**src/fsid_pkg.sv**
```systemverilog
package fsid_pkg;

  // Bus widths and bit positions
  localparam int FSID_ADDR_W = 18;
  localparam int FSID_CMD_ADDR_W = 15;
  localparam int FSID_DATA_W = 8;
  localparam int FSID_TOGGLE_POS = 6;
  localparam int FSID_CODE_SEL_POS = 0;

  // Clock rate and pin timing
  localparam int FSID_CLK_PERIOD_NS = 4;
  localparam int FSID_GATE_HIGH_NS = 150;
  localparam int FSID_GATE_HIGH_CYC =
    (FSID_GATE_HIGH_NS + FSID_CLK_PERIOD_NS - 1) / FSID_CLK_PERIOD_NS;
  localparam int FSID_STROBE_NS = 90;
  localparam int FSID_STROBE_CYC =
    (FSID_STROBE_NS + FSID_CLK_PERIOD_NS - 1) / FSID_CLK_PERIOD_NS;
  localparam int FSID_ADDR_HOLD_NS = 50;
  localparam int FSID_ADDR_HOLD_CYC =
    (FSID_ADDR_HOLD_NS + FSID_CLK_PERIOD_NS - 1) / FSID_CLK_PERIOD_NS;
  localparam int FSID_CNT_W = 8;

  // Boot block range of the standard variant
  localparam logic [17:0] FSID_BOOT_LO = 18'h00000;
  localparam logic [17:0] FSID_BOOT_HI = 18'h01FFF;

  // Operation requested by the user side
  typedef enum logic [1:0] {
    FSID_OP_READ  = 2'h0,
    FSID_OP_WRITE = 2'h1,
    FSID_OP_POLL  = 2'h2,
    FSID_OP_ERASE = 2'h3
  } fsid_op_t;

  typedef struct packed {
    fsid_op_t         op;
    logic [17:0]      addr;
    logic [7:0]       data;
  } fsid_req_t;

  // Pin bundle driven toward the flash
  typedef struct packed {
    logic             ce_n;
    logic             oe_n;
    logic             we_n;
    logic [17:0]      addr;
    logic [7:0]       dq_out;
    logic             dq_oe;
  } fsid_pins_t;

endpackage : fsid_pkg

```
**src/fsid_timer.sv**
```systemverilog
`timescale 1ns/10ps
`default_nettype none

module fsid_timer
  import fsid_pkg::*;
(
  input  wire logic                  clock,   // System clock
  input  wire logic                  rstn,    // Async reset, low
  input  wire logic                  load,    // Load a new count
  input  wire logic [FSID_CNT_W-1:0] count,   // Cycles to wait
  output logic                       done     // Count expired
);

  typedef struct packed {
    logic [FSID_CNT_W-1:0] cnt;
  } fsid_tmr_st_t;

  fsid_tmr_st_t st_r;
  fsid_tmr_st_t st_nxt;

  always_comb begin
    st_nxt = st_r;
    if (load) begin
      st_nxt.cnt = count;
    end else if (st_r.cnt != '0) begin
      st_nxt.cnt = st_r.cnt - 1'b1;
    end
  end

  always_ff @(posedge clock or negedge rstn) begin
    if (!rstn) begin
      st_r <= '0;
    end else begin
      st_r <= st_nxt;
    end
  end

  // Free of load, so a caller may reload on done without a comb loop
  assign done = (st_r.cnt == '0);

endmodule // fsid_timer

`default_nettype wire

```
**src/fsid_host.sv**
```systemverilog
`timescale 1ns/10ps
`default_nettype none

////////////////////////////////////////////////////////////////////////////
// Overview of operation
// RULE_01 - Busy device flips status bit on every gate or select read strobe.
// RULE_02 - Host keeps toggling strobe high at least 150 ns between reads.
// RULE_03 - Status sits on data bit 6; start and end levels are arbitrary.
// RULE_04 - Poll any address but keep it fixed for one operation.
// RULE_05 - Id mode: address bit 0 selects maker or part code.
// RULE_06 - Id mode is lost at power down; device powers up reading array.
// RULE_07 - Exit sequence returns device to normal array reads.
// RULE_08 - Command bytes on data 7..0, addresses from bits 14..0 only.
// RULE_09 - Lockout sequence protects the boot block from later programming.
// RULE_10 - Boot block spans addresses 00000 to 01FFF inclusive.
// RULE_11 - During chip erase, gate high only while strobe and select low; the host holds gate high through the whole operation.
// RULE_12 - Done when two successive status reads match on bit 6.
module fsid_host
  import fsid_pkg::*;
(
  input  wire logic        clock,       // System clock
  input  wire logic        rstn,        // Async reset, low
  input  wire fsid_req_t   req,         // Requested operation
  input  wire logic        req_valid,   // Request strobe
  output logic             req_ready,   // Idle, can take request
  output logic             rsp_valid,   // Answer pulse
  output logic [7:0]       rsp_data,    // Read data
  output logic             boot_hit,    // Last write hit boot block
  output logic             ce_n,        // Chip select, low
  output logic             oe_n,        // Output gate, low
  output logic             we_n,        // Write strobe, low
  output logic [17:0]      addr,        // Flash address
  output logic [7:0]       dq_out,      // Data to flash
  output logic             dq_oe,       // Data pins driven
  input  wire logic [7:0]  dq_in        // Data from flash
);

  typedef enum logic [6:0] {
    S_IDLE  = 7'h01,
    S_RD    = 7'h02,
    S_WR    = 7'h04,
    S_WHOLD = 7'h08,
    S_PRD   = 7'h10,
    S_PGAP  = 7'h20,
    S_DONE  = 7'h40
  } fsid_state_t;

  typedef struct packed {
    fsid_state_t      state;
    fsid_op_t         op;
    fsid_pins_t       pins;
    logic             have_prev;
    logic             prev_bit;
    logic             rsp_valid;
    logic [7:0]       rsp_data;
    logic             boot_hit;
    logic             ready;
  } fsid_st_t;

  fsid_st_t st_r;
  fsid_st_t st_nxt;

  logic                  tmr_load;
  logic [FSID_CNT_W-1:0] tmr_count;
  logic                  tmr_done;

  fsid_timer u_timer (
    .clock (clock),
    .rstn  (rstn),
    .load  (tmr_load),
    .count (tmr_count),
    .done  (tmr_done)
  );

  ////////////////////////////////////////////////////////////////////////////

  always_comb begin
    st_nxt = st_r;
    st_nxt.rsp_valid = 1'b0;
    tmr_load = 1'b0;
    tmr_count = '0;
    case (st_r.state)
      S_IDLE: begin
        if (req_valid) begin
          st_nxt.ready = 1'b0;
          st_nxt.op = req.op;
          st_nxt.have_prev = 1'b0;
          tmr_load = 1'b1;
          tmr_count = FSID_CNT_W'(FSID_STROBE_CYC);
          // RULE_04 fixed poll address
          st_nxt.pins.addr = req.addr;
          st_nxt.pins.ce_n = 1'b0;
          if (req.op == FSID_OP_READ || req.op == FSID_OP_POLL) begin
            st_nxt.pins.oe_n = 1'b0;
            st_nxt.pins.dq_oe = 1'b0;
            st_nxt.state = (req.op == FSID_OP_POLL) ? S_PRD : S_RD;
          end else begin
            // RULE_08 command address bits
            if (req.addr[17:FSID_CMD_ADDR_W] != '0) begin
              st_nxt.pins.addr = {3'h0, req.addr[FSID_CMD_ADDR_W-1:0]};
            end
            if (req.op == FSID_OP_WRITE) begin
              st_nxt.pins.addr = req.addr;
            end
            st_nxt.pins.dq_out = req.data;
            st_nxt.pins.dq_oe = 1'b1;
            st_nxt.pins.we_n = 1'b0;
            // RULE_11 gate high in erase
            st_nxt.pins.oe_n = 1'b1;
            // RULE_10 boot block range
            st_nxt.boot_hit = (req.op == FSID_OP_WRITE) &&
                              (req.addr >= FSID_BOOT_LO) &&
                              (req.addr <= FSID_BOOT_HI);
            st_nxt.state = S_WR;
          end
        end
      end
      S_RD: begin
        if (tmr_done) begin
          // RULE_05 code by low address bit
          st_nxt.rsp_data = dq_in;
          st_nxt.rsp_valid = 1'b1;
          st_nxt.pins.oe_n = 1'b1;
          st_nxt.pins.ce_n = 1'b1;
          st_nxt.state = S_DONE;
        end
      end
      S_WR: begin
        if (tmr_done) begin
          st_nxt.pins.we_n = 1'b1;
          tmr_load = 1'b1;
          tmr_count = FSID_CNT_W'(FSID_ADDR_HOLD_CYC);
          st_nxt.state = S_WHOLD;
        end
      end
      S_WHOLD: begin
        if (tmr_done) begin
          st_nxt.pins.ce_n = 1'b1;
          st_nxt.pins.dq_oe = 1'b0;
          st_nxt.rsp_valid = 1'b1;
          st_nxt.state = S_DONE;
        end
      end
      S_PRD: begin
        if (tmr_done) begin
          // RULE_03 bit 6 compared, not level
          st_nxt.prev_bit = dq_in[FSID_TOGGLE_POS];
          st_nxt.have_prev = 1'b1;
          st_nxt.pins.oe_n = 1'b1;
          st_nxt.pins.ce_n = 1'b1;
          tmr_load = 1'b1;
          tmr_count = FSID_CNT_W'(FSID_GATE_HIGH_CYC);
          // RULE_12 two equal reads end it
          if (st_r.have_prev &&
              st_r.prev_bit == dq_in[FSID_TOGGLE_POS]) begin
            st_nxt.rsp_data = dq_in;
            st_nxt.rsp_valid = 1'b1;
            st_nxt.state = S_DONE;
          end else begin
            st_nxt.state = S_PGAP;
          end
        end
      end
      S_PGAP: begin
        // RULE_02 min_gate_high_pulse
        if (tmr_done) begin
          // RULE_01 toggle select and gate
          st_nxt.pins.oe_n = 1'b0;
          st_nxt.pins.ce_n = 1'b0;
          tmr_load = 1'b1;
          tmr_count = FSID_CNT_W'(FSID_STROBE_CYC);
          st_nxt.state = S_PRD;
        end
      end
      S_DONE: begin
        // Recovery gap before the next strobe
        tmr_load = 1'b1;
        tmr_count = FSID_CNT_W'(FSID_GATE_HIGH_CYC);
        st_nxt.ready = 1'b0;
        st_nxt.state = S_PGAP;
        st_nxt.op = FSID_OP_READ;
      end
      default: begin
        st_nxt.state = S_IDLE;
      end
    endcase
    // Gap after a finished operation leads back to idle
    if (st_r.state == S_PGAP && st_r.op != FSID_OP_POLL && tmr_done) begin
      st_nxt.pins.oe_n = 1'b1;
      st_nxt.pins.ce_n = 1'b1;
      tmr_load = 1'b0;
      st_nxt.ready = 1'b1;
      st_nxt.state = S_IDLE;
    end
  end

  always_ff @(posedge clock or negedge rstn) begin
    if (!rstn) begin
      st_r <= '{state: S_IDLE, op: FSID_OP_READ,
                pins: '{ce_n: 1'b1, oe_n: 1'b1, we_n: 1'b1,
                        addr: '0, dq_out: '0, dq_oe: 1'b0},
                have_prev: 1'b0, prev_bit: 1'b0, rsp_valid: 1'b0,
                rsp_data: '0, boot_hit: 1'b0, ready: 1'b1};
    end else begin
      st_r <= st_nxt;
    end
  end

  assign req_ready = st_r.ready;
  assign rsp_valid = st_r.rsp_valid;
  assign rsp_data  = st_r.rsp_data;
  assign boot_hit  = st_r.boot_hit;
  assign ce_n      = st_r.pins.ce_n;
  assign oe_n      = st_r.pins.oe_n;
  assign we_n      = st_r.pins.we_n;
  assign addr      = st_r.pins.addr;
  assign dq_out    = st_r.pins.dq_out;
  assign dq_oe     = st_r.pins.dq_oe;

endmodule // fsid_host

`default_nettype wire

```
**config.mk**
```make
export PLATFORM = sky130hd
export DESIGN_NAME = fsid_host
export DESIGN_NICKNAME = d
export VERILOG_FILES = /design/src/fsid_pkg.sv /design/src/fsid_timer.sv /design/src/fsid_host.sv
export SDC_FILE = /design/constraint.sdc
export NUM_CORES = 1
export LEC_CHECK = 0
export BUFFER_PORTS_ARGS = -buffer_cell sky130_fd_sc_hd__buf_2
export CORE_MARGIN = 3
export CORE_UTILIZATION = 50
export CTS_BUF_LIST = sky130_fd_sc_hd__clkbuf_8 sky130_fd_sc_hd__clkbuf_16
export DETAILED_ROUTE_END_ITERATION = 8
export HOLD_SLACK_MARGIN = 0.03
export PLACE_DENSITY_LB_ADDON = 0.05
export SLEW_MARGIN = 0
export SYNTH_ARGS = -nofsm -noshare
export SYNTH_HDL_FRONTEND = slang
export SYNTH_SLANG_ARGS = --single-unit
```
**constraint.sdc**
```tcl
create_clock -name clock -period 3.9 [get_ports clock]
set_input_delay 0 -clock clock [delete_from_list [all_inputs] [get_ports clock]]
set_output_delay 0 -clock clock [all_outputs]
set_load 0.005 [all_outputs]
```
# After elaboration in Yosys (flattened, before gate mapping)
# Index checks and enable logic that the tools add are counted.
[word_totals] regBits=60 input_bits=39 out_inout_bits=41 wordCells=122
[classes] add_sub_neg=1 n_lt_le_gt_ge=2 eq_ne=25 muxes=44 bitwise_logic=1 n_reduce_logical=34
[op_table] op="7-bit two-way mux" count=6
[op_table] op="7-bit case mux with 6 select lines" count=1
[op_table] op="40-bit two-way mux" count=1
[op_table] op="18-bit two-way mux" count=2
[op_table] op="6-bit case mux with 5 select lines" count=1
[op_table] op="27-bit two-way mux" count=1
[op_table] op="5-bit two-way mux" count=4
[op_table] op="18-bit by 1-bit greater-or-equal comparator with 1-bit output (second input constant)" count=1
[op_table] op="18-bit by 13-bit less-or-equal comparator with 1-bit output (second input constant)" count=1
[op_table] op="9-bit two-way mux" count=2
[op_table] op="8-bit two-way mux" count=2
[op_table] op="2-bit inequality test (second input constant)" count=8
[op_table] op="8-bit case mux with 2 select lines" count=1
[op_table] op="3-bit inequality test (second input constant)" count=4
[op_table] op="4-bit AND reduction" count=3
[op_table] op="2-bit nonzero test" count=6
[op_table] op="11-bit two-way mux" count=1
[op_table] op="5-bit AND reduction" count=2
[op_table] op="1-bit case mux with 3 select lines" count=3
[op_table] op="3-bit AND reduction" count=3
[op_table] op="8-bit logical NOT" count=1
[op_table] op="1-bit two-way mux" count=8
[op_table] op="1-bit case mux with 2 select lines" count=4
[op_table] op="2-bit AND reduction" count=4
[op_table] op="28 further kinds" count=37

# Depth between registers and ports, before layout
[logic_depth] word_depth=7 ltp_mapped=9 mapped_depth_nobuf=8

# By module
# Synthesis repeated with hierarchy kept, for this count alone.
[hier_totals] cells_unflattened=322 hier_area_um2=3114.2
[by_module_without_submodules] module="fsid_host" instances=1 cells_each=268 area_each_um2=2637.5 seq_area_each_um2=1307.5
[by_module_without_submodules] module="fsid_timer" instances=1 cells_each=54 area_each_um2=476.7 seq_area_each_um2=200.2

# Worst setup path after synthesis
# No wires, ideal clock.
[synth_timing] path_kind="reg2reg" startpoint="reg u_timer.st_r[3] (netlist name)" endpoint="reg st_r, in the netlist rsp_data[0]" setup_time_ps=125 t_arrival_ps=2284 required_ps=3775 slack_ps=1491 stages_incl_launch_ff=6 path_buffers=1 period_less_slack_ps=2409 path_cell_list="dfrtp_1 or4_4 or3_1 buf_4 nor4_4 mux2_2"
[synth_between] elab_chain_cells=3 elab_cells_between_ends=4 cone_classes="eq/ne (2); reduce/logical (2)"
[synth_rtl] element="from (decl)" line="fsid_timer.sv:18" source="fsid_tmr_st_t st_r;"
[synth_rtl] element="from (signal assigned)" line="fsid_timer.sv:34" source="st_r <= st_nxt;"
[synth_rtl] element="8-bit logical NOT *" line="fsid_timer.sv:39" source="assign done = (st_r.cnt == '0);"
[synth_rtl] element="2-bit inequality test (no source line)"
[synth_rtl] element="4-bit AND reduction (no source line) *"
[synth_rtl] element="to (signal assigned)" line="fsid_host.sv:199" source="st_r <= '{state: S_IDLE, op: FSID_OP_READ,"
[synth_rtl] element="to (signal assigned)" line="fsid_host.sv:205" source="st_r <= st_nxt;"
[synth_rtl] element="to (decl)" line="fsid_host.sv:60" source="fsid_st_t st_r;"
# Mark *: on every way between the ends. The rest lies on a longest branch, timed or not.
# A chain may end at the register's enable or synchronous reset.

# Worst setup path in the final report
[layout_timing] startpoint="reg st_r[50] (netlist name)" endpoint="reg st_r, in the netlist boot_hit"
[layout_between] elab_chain_cells=2
[layout_rtl] element="7-bit by 1-bit == test with 1-bit output" line="fsid_host.sv:82" source="case (st_r.state)"
[layout_rtl] element="3-bit AND reduction (no source line)"
# Every way passes these cells.

==> impl_results.md <==
- Hold EP: st_r[51]
- Prevailing post-synth register cell: dfrtp_1
- Largest net degree at the start of global routing: 61
- Final setup viols: 0
- Final period utilization: 0.761
- Grt total ovfl: 0
- CP startpoint kind: flip-flop
- EDFF count, synth: 0
- Routed WL: 6.91 mm
- Die Area: 7140 um^2
- Slew Limit Fails: 0
- Num CTS Buffers: 9
- Layout Nets: 441
- Sink Count: 60
- Share of cells above drive strength 1: 0.313
- Post-synthesis mux area share: 0.0687
- First-pass DRT Iterations: 5
- R2r startpoint: st_r[50]
- Core region area: 5740 um^2
- CTS tree: yes
- Compound-Gate Fraction of Synth Area: 0.0971
- Largest family of logic cells by synthesized area: simple AND/OR/NAND/NOR gates
- RR Endpoint: boot_hit
- Syn avg cell area: 9.68 um^2
- Root buf cell: clkbuf_8
- Post-synthesis sequential area ratio: 0.490
- Initial antenna violation count: 0
- Synthesis-to-finish area growth: 24.1%
- Vias: 2457
- Vias in the first global route: 2411
- Post-CTS Setup Repair Bufs: 0
- HP Start: req_valid
- Syn nets: 358
- DP HPWL: 4.61 mm
- Reg clk slew, reported paths: 70 ps
- Worst EP arrival: 3230 ps
- Post-synthesis cell type count: 48
- Gr usage total: 0.203
- Setup_tns: 0 ps
- Status: finished, final reports clean
- Die X: 84.5 um
- Max FO, Critical Path: 13
- Reg2Reg Depth: 5
- Most common cell after layout, fill and taps aside: buf_2
- Mapped Area: 3080 um^2
- Slew HR: 0.514
- Routed len/inst: 14.5 um
- RSZ-0062 raised after global routing: false
- MaxCap Viol Count: 0
- CP Capture Type: flip-flop
- Cells after Synth: 318
- Vert. Die Dim: 84.5 um
- IO Pins: 80
- Peak supply drop: 0.000326 V
- Final ANT Viol Nets: 0
- H-Tree Depth: 3
- Post-cts hold buffer count: 38
- Cell Pwr Density: 720 nW/um^2
- Clk buf depth: 2
- Via density: 5.14
- Synth Area in XOR/XNOR: 0.0256
- Seq cells post-synth: 60
- Syn. warnings: 0
- Hold Path Class: in2reg
- # port buffers: 79
- Fmax: 0.337 GHz
- Number of diodes: 0
- First-pass GRT wire length: 11.6 mm
- Resized cells post-CTS: 0
- LEAKAGE: 1.93 nW
- CP required: 4160 ps
- Hold Crit Depth: 3
- Clk_lat worst skew: 320 ps
- Crit path launch: st_r[50]
- Simple-gate share of the synthesized area: 0.204
- GP Congestion: 0.876
- Skew final: 7.43 ps
- Iter 0 DRT Violations: 113
- Worst Max-Slew Pin Slew: 724 ps
- Adder-Cell Fraction of Synth Area: 0.00406
- Critical path type: reg2reg
- Ys async rst share: 1.00
- Final count of hold timing violations: 0
- Final total power: 0.00275 W
- DRC: 0
- Most frequent cells in the layout: 79 x buf_2, 72 x nand2_1, 55 x dfrtp_1, 38 x dlygate4sd3_1, 20 x nor2_1
- Register-to-register setup slack: 930 ps
- Minimum clock period: 2970 ps
- Std-Cell Rows: 27
- Initial Util: 0.536
==> state kept, by name, indices dropped and copies added (netlist names) <==
| register | count |
|---|---|
| req_ready | 1 |
| ce_n | 1 |
| addr | 18 |
| rsp_valid | 1 |
| dq_out | 8 |
| boot_hit | 1 |
| st_r | 11 |
| rsp_data | 8 |
| dq_oe | 1 |
| u_timer.st_r | 8 |
| we_n | 1 |
| oe_n | 1 |
==> how the worst max path moves through the flow <==
stage                   to  slack [ps]  cells after the start
3_3_place_gp   rsp_data[6]        1260                      4
2_1_floorplan  rsp_data[0]        1490                      5
6_report          boot_hit         930                      5
4_1_cts           boot_hit         940                      5
3_5_place_dp   rsp_data[0]        1240                      4
5_1_grt           boot_hit         660                      5
==> synth_stat cells, types with 3 or more instances <==
| cell type | instances | share of area |
|---|---|---|
| xor2_1 | 5 | 0.014 |
| buf_1 | 3 | 0.0037 |
| nand3_1 | 6 | 0.0098 |
| nand2b_1 | 5 | 0.010 |
| xnor2_1 | 4 | 0.011 |
| inv_1 | 7 | 0.0085 |
| mux2_2 | 17 | 0.062 |
| clkbuf_1 | 9 | 0.011 |
| a21oi_1 | 14 | 0.023 |
| nor2b_1 | 4 | 0.0081 |
| nand2_1 | 72 | 0.088 |
| o21ai_0 | 8 | 0.013 |
| dfrtp_1 | 55 | 0.45 |
| a31oi_1 | 3 | 0.0061 |
| dfstp_2 | 5 | 0.043 |
| buf_4 | 36 | 0.088 |
| nor3_1 | 5 | 0.0081 |
| nor2_1 | 20 | 0.024 |
==> metrics by stage <==
| step | setup WS, ps | hold WS [ps] | instances | util | cell area (um^2) |
|---|---|---|---|---|---|
| 2_1_floorplan | 1490 | -296 | 318 | - | 3080 |
| 3_3_place_gp | 1260 | 194 | 424 | 0.570 | 3270 |
| 3_5_place_dp | 1240 | 198 | 424 | 0.570 | 3270 |
| 4_1_cts | 941 | 86.4 | 478 | 0.665 | 3820 |
| 5_1_grt | 659 | 90.9 | 478 | 0.665 | 3820 |
| 6_report | 933 | 93.5 | 478 | 0.665 | 3820 |
==> cells by family (layout without fill, tap and decap cells) <==
family / after synthesis / after routing
AND/OR/NAND/NOR: 130 / 130
flip-flops: 60 / 60
buffers and inverters: 55 / 143
AO/OA/AOI/OAI: 44 / 44
multiplexers: 19 / 19
XOR/XNOR: 9 / 9
adder cells (fa/ha/maj): 1 / 1
==> cell type report <==
type                    count  area (um^2)
flip-flops and latches     60         1510
multi-input cells         203         1230
clock buffers               9          124
repair buffers            120          798
well taps                  72         90.1
clock inverters             7         43.8
inverters                   7         26.3
fillers                   489         1920
==> power by group <==
part           internal (W)  total (W)  leakage, nW  switching, W
clock              0.000226   0.000477       0.0848      0.000251
sequential         0.000883    0.00108        0.758      0.000193
combinational      0.000531    0.00120         1.08      0.000668
==> per-layer routing <==
| layer | share of wire | track usage | vias up |
|---|---|---|---|
| met1 | 0.44 | 0.270 | 1135 |
| met4 | 0.014 | 0.0532 | 0 |
| li1 | - | - | 1211 |
| met3 | 0.059 | 0.0608 | 15 |
| met5 | 0 | 0 | - |
| met2 | 0.48 | 0.325 | 96 |
==> worst max-delay path, stage by stage (launching register included) <==
cell	delay [ps]
dfrtp_1	490
nor4_1	490
and4_1	540
nand2_1	420
o41ai_1	400
dlygate4sd3_1	580
(Power assumes the default switching activity.)
